File: src/design/fanout_cfg.svh
// Register map, field positions, reset values and frame lengths of the fan-out configuration bank
`ifndef FANOUT_CFG_SVH
`define FANOUT_CFG_SVH

`define REG_WIDTH           16
`define REG_INDEX_WIDTH     4
`define REG_COUNT           16

`define OUTPUT1_CONFIG_IDX  4'h0
`define OUTPUT8_CONFIG_IDX  4'h7
`define INPUT_CONFIG_IDX    4'hb
`define DEVICE_CONTROL_IDX  4'hf

`define OUT_PHASE_BIT       10
`define OUT_EDGE_HI         9
`define OUT_EDGE_LO         7
`define OUT_OE_HI           4
`define OUT_OE_LO           3
`define OUT_TYPE_HI         2
`define OUT_TYPE_LO         1
`define OUT_TRISTATE_BIT    0

`define IN_DIV_HI           5
`define IN_DIV_LO           4
`define IN_TYPE_HI          3
`define IN_TYPE_LO          2
`define IN_MUX_HI           1
`define IN_MUX_LO           0

`define DEV_RESET_BIT       1
`define DEV_POWER_DOWN_BIT  0

`define OUTPUT_WRITE_MASK   16'h079f
`define INPUT_WRITE_MASK    16'h003f
`define DEVICE_WRITE_MASK   16'h0003
`define REG_RESET_VALUE     16'h0000

`define OTYPE_LVDS          2'h0
`define OTYPE_LVCMOS        2'h1
`define OTYPE_HCSL          2'h3

`define HEADER_BITS         5'h10
`define FRAME_BITS          5'h1f

`endif

File: src/design/fanout_pkg.sv
// Types shared by the fan-out configuration bank
package fanout_pkg;

	typedef enum logic [2:0] {
		LINK_IDLE   = 3'b001,
		LINK_HEADER = 3'b010,
		LINK_DATA   = 3'b100
	} link_state_t;

	typedef struct packed {
		logic       single_ended_phase_mode;
		logic [2:0] edge_rate_select;
		logic [1:0] output_signal_type;
		logic       output_positive_pin;
		logic       output_negative_pin;
		logic       output_buffer_tristate;
	} output_drive_t;

	typedef struct packed {
		logic [1:0] second_input_divider;
		logic [1:0] input_type_setting;
		logic [1:0] input_mux_select;
	} input_setup_t;

endpackage

File: src/design/pin_sync.sv
// Three-stage pin synchroniser that accepts a level once stages two and three agree
`timescale 1ns/1ps
`default_nettype none

module pin_sync (
	input  wire logic core_clk,
	input  wire logic rst,
	input  wire logic pin_in,
	output logic      level_out
);

	logic stage1_reg;
	logic stage2_reg;
	logic stage3_reg;

	always_ff @(posedge core_clk) begin
		if (rst) begin
			stage1_reg <= 1'b0;
			stage2_reg <= 1'b0;
			stage3_reg <= 1'b0;
		end else begin
			stage1_reg <= pin_in;
			stage2_reg <= stage1_reg;
			stage3_reg <= stage2_reg;
		end
	end

	// A single-cycle disagreement is treated as a glitch and held off
	always_ff @(posedge core_clk) begin
		if (rst) begin
			level_out <= 1'b0;
		end else if (stage2_reg == stage3_reg) begin
			level_out <= stage3_reg;
		end
	end

endmodule

`default_nettype wire

File: src/design/fanout_config_bank.sv
// Serial-port configuration register bank and decoded clock-path controls of the fan-out buffer
`timescale 1ns/1ps
`default_nettype none
`include "fanout_cfg.svh"

// Functional notes
// - Registers 0 to 7 each configure one clock output, register 0 the first and 7 the eighth.
// - Bit 10 picks opposite-phase (set) or in-phase (clear) single-ended pins, clear at power up.
// - Bits 9 to 7 pick the output edge rate, 111 is medium, and the field powers up as zero.
// - For single-ended outputs the enable pair 11, 10, 01, 00 turns on both, positive, negative, none.
// - For differential outputs enable 00 turns the pair off and 11 turns it fully on.
// - Bits 2 to 1 pick the output type: 11 HCSL, 01 LVCMOS, 00 LVDS, 10 reserved.
// - Bit 0 set puts the output buffer in tri-state, clear enables it, clear at power up.
// - Register 11 bits 3 to 2 pick the type of both inputs: 11 HCSL, 10 or 01 LVCMOS, 00 LVDS.
// - Register 11 bits 1 to 0 pick select pin, automatic switching, second input or first input.
// - Register 15 bit 1 holds the device in reset while set, clear at power up.
// - Register 15 bit 0 powers the device down while set, clear at power up.
// - Every register is 16 bits wide and is moved as one two-byte word.
// - The low four bits of the register address field select the target register.
module fanout_config_bank (
	input  wire logic                     core_clk,
	input  wire logic                     rst,
	input  wire logic                     spi_cs_n,
	input  wire logic                     spi_clk,
	input  wire logic                     spi_din,
	output logic                          spi_dout,
	output logic                          spi_dout_oe_n,
	output fanout_pkg::output_drive_t [7:0] output_drive,
	output fanout_pkg::input_setup_t      input_setup,
	output logic                          device_reset_hold,
	output logic                          device_power_down
);

	logic                      cs_active_sync;
	logic                      clk_sync;
	logic                      din_sync;
	logic                      clk_prev_reg;
	logic                      cs_prev_reg;
	logic                      clk_rise;
	logic                      clk_fall;
	logic                      frame_start;
	logic                      frame_end;

	logic [`REG_WIDTH-1:0]     regs [`REG_COUNT];
	fanout_pkg::link_state_t   state_reg;
	logic [4:0]                bit_count_reg;
	logic [`REG_WIDTH-1:0]     shift_in_reg;
	logic [`REG_WIDTH-1:0]     shift_out_reg;
	logic                      read_reg;
	logic [`REG_INDEX_WIDTH-1:0] index_reg;
	logic                      commit;
	logic [`REG_WIDTH-1:0]     commit_data;

	pin_sync u_cs_sync (
		.core_clk  (core_clk),
		.rst       (rst),
		.pin_in    (~spi_cs_n),
		.level_out (cs_active_sync)
	);

	pin_sync u_clk_sync (
		.core_clk  (core_clk),
		.rst       (rst),
		.pin_in    (spi_clk),
		.level_out (clk_sync)
	);

	pin_sync u_din_sync (
		.core_clk  (core_clk),
		.rst       (rst),
		.pin_in    (spi_din),
		.level_out (din_sync)
	);

	// The select pin is inverted before synchronising, so high here means a frame is open
	always_ff @(posedge core_clk) begin
		if (rst) begin
			clk_prev_reg <= 1'b0;
			cs_prev_reg  <= 1'b0;
		end else begin
			clk_prev_reg <= clk_sync;
			cs_prev_reg  <= cs_active_sync;
		end
	end

	assign clk_rise    = cs_active_sync && clk_sync && !clk_prev_reg;
	assign clk_fall    = cs_active_sync && !clk_sync && clk_prev_reg;
	assign frame_start = cs_active_sync && !cs_prev_reg;
	assign frame_end   = !cs_active_sync && cs_prev_reg;

	// Only documented fields hold state; everything else stays at zero for ever
	function automatic logic [`REG_WIDTH-1:0] write_mask(
		input logic [`REG_INDEX_WIDTH-1:0] idx
	);
		logic [`REG_WIDTH-1:0] mask;
		mask = 16'h0000;
		if (idx <= `OUTPUT8_CONFIG_IDX) begin
			mask = `OUTPUT_WRITE_MASK;
		end else if (idx == `INPUT_CONFIG_IDX) begin
			mask = `INPUT_WRITE_MASK;
		end else if (idx == `DEVICE_CONTROL_IDX) begin
			mask = `DEVICE_WRITE_MASK;
		end
		return mask;
	endfunction

	// Frame: read flag, fifteen address bits, then sixteen data bits per register
	always_ff @(posedge core_clk) begin
		if (rst) begin
			state_reg     <= fanout_pkg::LINK_IDLE;
			bit_count_reg <= 5'h00;
			shift_in_reg  <= 16'h0000;
			read_reg      <= 1'b0;
			index_reg     <= 4'h0;
		end else if (frame_end || frame_start) begin
			state_reg     <= frame_start ? fanout_pkg::LINK_HEADER : fanout_pkg::LINK_IDLE;
			bit_count_reg <= 5'h00;
			shift_in_reg  <= 16'h0000;
		end else if (clk_rise) begin
			shift_in_reg  <= {shift_in_reg[`REG_WIDTH-2:0], din_sync};
			case (state_reg)
				fanout_pkg::LINK_HEADER: begin
					if (bit_count_reg == 5'h00) begin
						read_reg <= din_sync;
					end
					if (bit_count_reg == `HEADER_BITS - 5'h01) begin
						index_reg     <= {shift_in_reg[2:0], din_sync};
						state_reg     <= fanout_pkg::LINK_DATA;
						bit_count_reg <= 5'h00;
					end else begin
						bit_count_reg <= bit_count_reg + 5'h01;
					end
				end
				fanout_pkg::LINK_DATA: begin
					if (bit_count_reg == `HEADER_BITS - 5'h01) begin
						// Block access: the pointer steps once per completed word
						index_reg     <= index_reg + 4'h1;
						bit_count_reg <= 5'h00;
					end else begin
						bit_count_reg <= bit_count_reg + 5'h01;
					end
				end
				default: begin
					state_reg <= fanout_pkg::LINK_IDLE;
				end
			endcase
		end
	end

	assign commit      = clk_rise && !read_reg && (state_reg == fanout_pkg::LINK_DATA)
	                     && (bit_count_reg == `HEADER_BITS - 5'h01);
	assign commit_data = {shift_in_reg[`REG_WIDTH-2:0], din_sync};

	// Partial words never reach the array; a frame cut short before its first full word leaves it untouched
	always_ff @(posedge core_clk) begin
		if (rst) begin
			for (int i = 0; i < `REG_COUNT; i++) begin
				regs[i] <= `REG_RESET_VALUE;
			end
		end else if (commit) begin
			regs[index_reg] <= commit_data & write_mask(index_reg);
		end
	end

	// Reads see only documented fields, so reserved bits and registers come back as zero
	function automatic logic [`REG_WIDTH-1:0] read_word(
		input logic [`REG_INDEX_WIDTH-1:0] idx
	);
		return regs[idx] & write_mask(idx);
	endfunction

	// Read data is loaded when a word slot opens and shifted on falling clock edges
	always_ff @(posedge core_clk) begin
		if (rst) begin
			shift_out_reg <= 16'h0000;
		end else if (clk_rise && read_reg && bit_count_reg == `HEADER_BITS - 5'h01
		             && state_reg == fanout_pkg::LINK_DATA) begin
			shift_out_reg <= read_word(index_reg + 4'h1);
		end else if (clk_rise && state_reg == fanout_pkg::LINK_HEADER
		             && bit_count_reg == `HEADER_BITS - 5'h01) begin
			shift_out_reg <= read_word({shift_in_reg[2:0], din_sync});
		end else if (clk_fall && state_reg == fanout_pkg::LINK_DATA && bit_count_reg != 5'h00) begin
			shift_out_reg <= {shift_out_reg[`REG_WIDTH-2:0], 1'b0};
		end
	end

	always_ff @(posedge core_clk) begin
		if (rst) begin
			spi_dout      <= 1'b0;
			spi_dout_oe_n <= 1'b1;
		end else begin
			spi_dout      <= shift_out_reg[`REG_WIDTH-1];
			spi_dout_oe_n <= !(read_reg && state_reg == fanout_pkg::LINK_DATA && cs_active_sync);
		end
	end

	// Per-output decode; the enable meaning depends on the signalling type
	function automatic fanout_pkg::output_drive_t decode_output(
		input logic [`REG_WIDTH-1:0] r,
		input logic                  hold
	);
		fanout_pkg::output_drive_t d;
		logic [1:0]                oe;
		logic [1:0]                otype;
		oe                         = r[`OUT_OE_HI:`OUT_OE_LO];
		otype                      = r[`OUT_TYPE_HI:`OUT_TYPE_LO];
		d.single_ended_phase_mode  = r[`OUT_PHASE_BIT];
		d.edge_rate_select         = r[`OUT_EDGE_HI:`OUT_EDGE_LO];
		d.output_signal_type       = otype;
		d.output_buffer_tristate   = r[`OUT_TRISTATE_BIT] || hold;
		if (otype == `OTYPE_LVCMOS) begin
			d.output_positive_pin = oe[1];
			d.output_negative_pin = oe[0];
		end else if (otype == `OTYPE_LVDS || otype == `OTYPE_HCSL) begin
			d.output_positive_pin = (oe == 2'h3);
			d.output_negative_pin = (oe == 2'h3);
		end else begin
			// Reserved type: keep the pins quiet rather than guess
			d.output_positive_pin = 1'b0;
			d.output_negative_pin = 1'b0;
		end
		if (d.output_buffer_tristate) begin
			d.output_positive_pin = 1'b0;
			d.output_negative_pin = 1'b0;
		end
		return d;
	endfunction

	logic hold_now;
	assign hold_now = regs[`DEVICE_CONTROL_IDX][`DEV_RESET_BIT]
	                  || regs[`DEVICE_CONTROL_IDX][`DEV_POWER_DOWN_BIT];

	always_ff @(posedge core_clk) begin
		if (rst) begin
			output_drive <= '0;
		end else begin
			for (int i = 0; i < 8; i++) begin
				output_drive[i] <= decode_output(regs[i], hold_now);
			end
		end
	end

	always_ff @(posedge core_clk) begin
		if (rst) begin
			input_setup       <= '0;
			device_reset_hold <= 1'b0;
			device_power_down <= 1'b0;
		end else begin
			input_setup.second_input_divider <= regs[`INPUT_CONFIG_IDX][`IN_DIV_HI:`IN_DIV_LO];
			input_setup.input_type_setting   <= regs[`INPUT_CONFIG_IDX][`IN_TYPE_HI:`IN_TYPE_LO];
			input_setup.input_mux_select     <= regs[`INPUT_CONFIG_IDX][`IN_MUX_HI:`IN_MUX_LO];
			device_reset_hold <= regs[`DEVICE_CONTROL_IDX][`DEV_RESET_BIT];
			device_power_down <= regs[`DEVICE_CONTROL_IDX][`DEV_POWER_DOWN_BIT];
		end
	end

endmodule

`default_nettype wire

File: config.mk
export PLATFORM = sky130hd
export DESIGN_NAME = fanout_config_bank
export DESIGN_NICKNAME = d
export VERILOG_FILES = /design/src/design/fanout_pkg.sv /design/src/design/pin_sync.sv /design/src/design/fanout_config_bank.sv
export VERILOG_INCLUDE_DIRS = /design/src /design/src/design
export SDC_FILE = /design/constraint.sdc
export NUM_CORES = 1
export LEC_CHECK = 0
export BUFFER_PORTS_ARGS = -buffer_cell sky130_fd_sc_hd__buf_4
export CORE_UTILIZATION = 53
export DETAILED_ROUTE_END_ITERATION = 12
export GPL_ROUTABILITY_DRIVEN = 1
export GPL_TIMING_DRIVEN = 0
export PLACE_DENSITY_LB_ADDON = 0.2
export REMOVE_ABC_BUFFERS = 1
export SLEW_MARGIN = 15
export SYNTH_ARGS = -nofsm -noshare
export SYNTH_HDL_FRONTEND = slang
export SYNTH_HIERARCHICAL = 1
export SYNTH_SLANG_ARGS = --single-unit
File: constraint.sdc
create_clock -name core_clk -period 3.1 [get_ports core_clk]
set_input_delay 0.62 -clock core_clk [delete_from_list [all_inputs] [get_ports core_clk]]
set_output_delay 0.62 -clock core_clk [all_outputs]
set_load 0.01 [all_outputs]
==> flow_summary_export.csv, run 1 <==
group,metric,value,unit
synthesis,syn_avg_cell_area,11.6,sq um
synthesis,synth_warnings,6,
synthesis,ys_seq_area_share,57.3,%
synthesis,postSynthCellCount,877,
timing,fin_crit,2.95,ns
clock_tree,h-tree-depth,1,
power,p_total,6.82,mW
clock_tree,clock_path_buffers,3,
synthesis,synth_mux_area_share,12.4,%
placed_design,place.gp.congestion,0.883,
timing,rsz0062_at_grt,"no",
clock_tree,cts_inserted_buffers,25,
detailed_routing,num_vias,7119,
power,pwr_density_cell,575,mW/mm^2
floorplanning,io_pins,87,
cells_and_area,syn2layout_area_growth,16.6,%
grt,grt_pass1_wl,37.2,mm
clock_tree,cts_root_buf,"clkbuf_16",
power,p_leak,4.33,nW
synthesis,synth-seq-cells,239,
cells_and_area,layoutNonFillerInstCount,1191,
clock_tree,clk_latency,0.54,ns
detailed_routing,routed_via_density,5.98,
synthesis,synth_compound_area_share,6.04,%
synthesis,synthAdderAreaFrac,1.97,%
worst_hold_path,hold_path_class,"in2reg",
floorplanning,start_util,54.2,%
timing,fmax,0.339,GHz
placed_design,place_ws,-0.513,ns
synthesis,netlist_area,0.0102,sq mm
grt,grt_start_max_net_pins,119,
synthesis,synth_edf_count,104,
synthesis,synth_cell_types,60,
power,ir_drop,416,uV
synthesis,synth_area_leader_cell,"edfxtp_1",
timing,relSlewSlack,21.7,%
setup_path,critPathMaxFanout,18,
synthesis,yosys.area.top_type_share,30.7,%
floorplanning,row_count,50,
detailed_routing,post_drt_wl_per_cell,20.2,um
floorplanning,core-area,0.0188,sq mm
cells_and_area,fin_nets,959,
synthesis,ys.flop_type,"dfxtp_1",
timing,period_share,95.1,%
setup_path,worstPathRequired,3.47,ns
synthesis,synth_xor_area_share,0.344,%
floorplanning,die_h,141,um
cells_and_area,register_area,0.00583,sq mm
timing,final.setup.tns,0,ns
setup_path,cp-end-kind,"flop",
cells_and_area,largest_register_ffs,104,
grt,grt_overflow,0,
timing,skew,0.0275,ns
detailed_routing,first_pass_iters,6,
timing,fin_hold_ws,0.308,ns
detailed_routing,drt_iter0_markers,705,
placed_design,place_inst,1144,
synthesis,synth-simple-area-share,19.1,%
setup_path,crit_type,"reg2reg",
clock_tree,cts_hold_buffers,0,
cells_and_area,final_util,63.2,%
cells_and_area,drive_gt1_share,21.6,%
floorplanning,die-width,141,um
synthesis,async_reset_ff_share,0,%
clock_tree,cts_num_sinks,239,
cells_and_area,nFillCells,1471,
timing,slew_violations,0,
synthesis,synth_area_leaders,"edfxtp_1 (31%), dfxtp_1 (27%), mux4_2 (9.3%)",
outcome,status,"finished, final reports clean",
grt,grt_pass1_vias,6637,
clock_tree,clk_pin_slew,0.06,ns
grt,antenna_found_initial,0,
setup_path,start_kind,"flop",
cells_and_area,antenna_cells,0,
timing,finalSetupViolCount,0,
timing,worst_pin_slew,1.17,ns
grt,grtUsageTotal,24.6,%
detailed_routing,drc_errors,0,
setup_path,r2r_slack,0.15,ns
run,max_cap_viol_count,0,
synthesis,synth_top_family_by_area,"simple AND/OR/NAND/NOR gates",
cells_and_area,multiInputGateArea,0.00410,sq mm
cells_and_area,final_area,0.0119,sq mm
setup_path,cp.arrival,3.32,ns
floorplanning,die_area,0.0197,sq mm
detailed_routing,postRouteAntennaNets,0,
clock_tree,tritoncts,"yes",
placed_design,placed_area,0.0110,sq mm
placed_design,io_buffers,86,
timing,hold_viol,0,
placed_design,dp_hpwl,15.8,mm
detailed_routing,wl,24.1,mm
timing,setup_ws,0.153,ns
[metal layers]
metal / wire length [um] / share of wire, % / global-route usage [%]
met5: 0 / 0 / 0
met1: 9880 / 41 / 33.2
met3: 2120 / 8.8 / 4.82
met4: 694 / 2.9 / 7.67
met2: 11400 / 47 / 40.5
[worst max-delay path, cell delays in order (launching register included)]
cell and delay [ns]:
dfxtp_4 0.54, inv_1 0.28, ha_4 0.50, buf_12 0.23, mux4_2 0.51, mux2i_1 0.30
nor3_1 0.08, a221oi_1 0.21, a21oi_1 0.10
[cells in the mapped netlist, drive strengths merged (2+ instances only)]
| cell type | instances |
|---|---|
| nor2 | 122 |
| nand3b | 3 |
| xor2 | 3 |
| edfxtp | 104 |
| nor2b | 65 |
| a211oi | 12 |
| a21oi | 43 |
| inv | 18 |
| or3b | 2 |
| or3 | 2 |
| nand2 | 63 |
| dfxtp | 135 |
| nand2b | 16 |
| a22oi | 3 |
| nand4 | 6 |
| mux4 | 42 |
| nor4b | 17 |
| nand4b | 2 |
| ha | 16 |
| a311oi | 2 |
| nor3 | 10 |
| clkbuf | 51 |
| and4b | 3 |
| mux2i | 17 |
| or2 | 2 |
| o21ai | 11 |
| mux2 | 13 |
| a31o | 2 |
| o21bai | 5 |
| or4 | 2 |
| nand3 | 13 |
| buf | 5 |
| a31oi | 2 |
| o211ai | 3 |
| a222oi | 2 |
| and3 | 40 |
[what timing repair did]
item / in CTS / in global routing
buffers inserted: 1 / 0
gates cloned: 0 / 0
resized for setup: 4 / 8
setup endpoints to repair: 37 / 81
[power by group]
group	leakage [nW]	internal, mW	switching [mW]
registers	2.10	3.40	0.0795
logic	1.82	0.152	0.152
clock network	0.412	1.77	1.26
[final timing paths]
kind,startpoint,end,cells after the start
hold / removal,spi_din,u_din_sync/stage1_reg,2
setup / recovery,index_reg[0],shift_out_reg[4],8
setup reg to reg,index_reg[0],shift_out_reg[4],8
hold reg to reg,u_cs_sync/stage1_reg,u_cs_sync/stage2_reg,1
[cell families (layout without fill, tap and decap cells)]
logic type	after synthesis	after routing
and+or+nand+nor	375	375
DFF	239	239
AOI/OAI and AO/OA	97	97
buffers and inverters	74	154
muxes	72	72
adders and majority gates	16	16
xor gates and xnor gates	4	4
[cells in the final DEF, fill, tap and decap left out, types with 3 or more instances in the layout]
cell and count:
nand3b_1 3, clkbuf_1 6, clkbuf_16 26, o21bai_1 5, nand2_1 63, o21ai_0 8, o211ai_1 3, buf_4 85
dfxtp_1 132, a22oi_1 3, inv_1 18, mux4_2 42, and3_1 36, a21oi_1 43, nor3_1 10, and3_2 4
clkinv_2 4, nand2b_1 10, edfxtp_1 104, mux2_2 11, ha_1 15, nor2_1 121, a211oi_1 12, and4b_1 3
nand4_1 6, o21ai_1 3, nand2b_2 6, nand3_1 13, nor4b_1 17, mux2i_1 17, nor2b_1 64
[final cells by class]
class                           count  area share, %
Sequential cell                   239           49.2
Multi-Input combinational cell    564           34.6
Timing Repair Buffer               90           6.10
Clock buffer                       34           5.91
Tap cell                          234           2.47
Clock inverter                     12           1.18
Inverter                           18          0.570
No activity file was read; power rests on OpenSTA's default activity.
==> run 2: changes to the inputs <==
- ABC_AREA: default -> 1
- clock period: 3.1 -> 2.6 ns (I/O delays scaled with it)
==> run 2 against run 1 <==
  * Total power rose by 21%
  * Via count up 26%
  * Sequential power rose by 19%
  * Critical endpoint is now regs[0][9]
  * Flip-flop and latch count is the same
  * Setup slack about the same
  * Maximum frequency rose by 20%
  * Synthesized cell count is 45% higher
  * Area after synthesis increased by 2.4%
  * Clock power up 22%
  * Critical path depth up 1
  * Non-clock buffer count is 10 higher
==> flow_summary_export.csv, run 2 <==
group,metric,value,unit
outcome,status,"finished, final reports clean",
cells_and_area,layout_commonest_cell,"nand2_1",
synthesis,synth-seq-cells,239,
setup_path,path_delay_family,"simple AND/OR/NAND/NOR gates",
floorplanning,start_util,54.9,%
power,ir_drop,473,uV
setup_path,slowest_stage,"nand2_1",
detailed_routing,postRouteAntennaNets,0,
floorplanning,die_h,142,um
setup_path,path_cells,"ha_1, nand2_1, inv_1, nand2_1, nor2_2, nand2_2, nor2_4, nand2_2, nand2_1",
detailed_routing,num_vias,8982,
clock_tree,h-tree-depth,1,
synthesis,synth_top_cells_by_count,"nand2_1 (258), nor2_1 (222), dfxtp_1 (135)",
synthesis,synth_warnings,6,
synthesis,syn_avg_cell_area,8.17,sq um
timing,rsz0062_at_grt,"no",
synthesis,ys.flop_type,"dfxtp_1",
grt,grt_overflow,0,
synthesis,postSynthCellCount,1274,
clock_tree,cts_hold_buffers,0,
timing,fmax,0.409,GHz
power,pwr_density_cell,672,mW/mm^2
floorplanning,die-width,142,um
timing,relSlewSlack,18.7,%
synthesis,synth_most_common_cell,"nand2_1",
setup_path,path_buf_inv,1,
timing,slew_violations,0,
detailed_routing,wl,28.6,mm
synthesis,async_reset_ff_share,0,%
cells_and_area,largest_register_ffs,104,
setup_path,cp-end-kind,"flop",
setup_path,cpPeakStageDelay,0.40,ns
timing,worst_pin_slew,1.21,ns
placed_design,place.gp.congestion,0.907,
worst_hold_path,hold_path_class,"in2reg",
grt,grt_start_max_net_pins,90,
grt,grt_pass1_wl,44.5,mm
clock_tree,cts_inserted_buffers,26,
timing,period_share,94.1,%
run,max_cap_viol_count,0,
grt,antenna_found_initial,0,
synthesis,yosys.area.top_type_share,30.0,%
timing,skew,0.0129,ns
detailed_routing,first_pass_iters,6,
floorplanning,row_count,50,
timing,fin_crit,2.45,ns
synthesis,netlist_area,0.0104,sq mm
cells_and_area,antenna_cells,0,
clock_tree,cts_num_sinks,239,
floorplanning,io_pins,87,
cells_and_area,final_area,0.0122,sq mm
clock_tree,tritoncts,"yes",
setup_path,setup.worst_path.start,"bit_count_reg[0]",
floorplanning,core-area,0.0190,sq mm
setup_path,cp.arrival,2.62,ns
detailed_routing,post_drt_wl_per_cell,17.6,um
synthesis,synth_cell_types,31,
clock_tree,cts_root_buf,"clkbuf_16",
setup_path,start_kind,"flop",
cells_and_area,layoutNonFillerInstCount,1626,
timing,hold_viol,0,
setup_path,worstPathRequired,2.77,ns
detailed_routing,drt_iter0_markers,1105,
setup_path,crit_top_cell,"nand2_1",
synthesis,synth_area_leader_cell,"edfxtp_1",
detailed_routing,drc_errors,0,
cells_and_area,syn2layout_area_growth,17.5,%
power,p_total,8.22,mW
floorplanning,die_area,0.0202,sq mm
clock_tree,clock_path_buffers,3,
synthesis,ys_seq_area_share,56.0,%
timing,finalSetupViolCount,0,
setup_path,crit_type,"reg2reg",
placed_design,placed_area,0.0112,sq mm
placed_design,io_buffers,86,
placed_design,dp_hpwl,18.2,mm
detailed_routing,routed_via_density,5.52,
worst_hold_path,worstHoldStart,"spi_clk",
grt,grtUsageTotal,28.8,%
cells_and_area,fin_nets,1367,
placed_design,place_inst,1565,
clock_tree,clk_latency,0.53,ns
cells_and_area,drive_gt1_share,13.5,%
power,p_leak,5.09,nW
setup_path,critPathMaxFanout,10,
synthesis,synth_edf_count,104,
synthesis,synth_area_leaders,"edfxtp_1 (30%), dfxtp_1 (26%), nand2_1 (9.3%)",
grt,grt_pass1_vias,8387,
clock_tree,clk_pin_slew,0.06,ns
cells_and_area,final_cell_mix,"nand2_1 (250), nor2_1 (222), dfxtp_1 (132)",
setup_path,r2r_start,"bit_count_reg[0]",
## run 2: changes by cell type after synthesis, sizes merged, moves of 40 or more
cell and delta:
inv +116, nand2 +205, and3 -40, mux4 -42
nor2 +111, a21oi +46, nor2b -65, nand3 +103
o21ai +64
## run 2: area by class of cell
type | instances | area [sq um]
Fill cell | 1653 | 6720
Clock buffer | 45 | 858
Timing Repair Buffer | 100 | 787
Clock inverter | 3 | 15.0
Tap cell | 260 | 325
Sequential cell | 239 | 5830
Multi-Input combinational cell | 837 | 3850
Inverter | 142 | 563
## run 2: logic make-up (layout without fill, tap and decap cells)
family          after synthesis  in the layout  share of synthesized area (%)
xor+xnor                      1              1                         0.0841
compound gates              174            174                           8.63
simple gates                646            646                           26.1
flops                       239            239                           56.0
buf+inv                     198            290                           7.36
fa+ha+maj                    16             16                           1.92
## run 2: timing repair
item / in CTS / in global routing
buffers inserted: 3 / 10
gates resized for setup: 11 / 8
pin swaps: 1 / 1
endpoints found under the setup margin: 191 / 73
## run 2: stage by stage
stage | setup slack, ns | util (%) | TNS [ns] | hold slack (ns)
after floorplan | -2.25 | - | -137.57 | 0.388
after global placement | -5.48 | 58.8 | -519.53 | 0.391
after detailed placement | -2.76 | 59.0 | -180.71 | 0.393
after CTS | 0.0195 | 64.0 | 0 | 0.182
after global routing | 0.00505 | 64.5 | 0 | 0.199
final | 0.152 | 64.5 | 0 | 0.188
## run 2: path summary, 6_finish.rpt
check                               end  cells after the start  slack (ns)
setup / recovery             regs[0][9]                      9        0.15
hold / removal    u_clk_sync/stage1_reg                      3        0.19
setup reg to reg             regs[0][9]                      9        0.15
hold reg to reg   u_din_sync/stage2_reg                      2        0.40
## run 2: layer usage
metal / routed length (um) / part of all wire [%] / track usage [%] / vias to the layer above
met2: 13400 / 47 / 47.8 / 524
met3: 2960 / 10 / 4.37 / 82
met4: 1130 / 4.0 / 12.8 / 0
li1: - / - / - / 4263
met1: 11200 / 39 / 37.4 / 4113
met5: 0 / 0 / 0 / -
## run 2: power breakdown
part / total [mW] / switching [mW] / internal (mW) / leakage [nW]
clock: 3.69 / 1.46 / 2.23 / 0.432
sequential: 4.13 / 0.0685 / 4.06 / 2.10
combinational: 0.406 / 0.256 / 0.150 / 2.56
total: 8.22 / 1.78 / 6.44 / 5.09
## run 2: tightest hold or removal path, delay by kind of cell
family | cells | cell delay, ns
buf+inv | 2 | 0.10
simple gates | 1 | 0.06
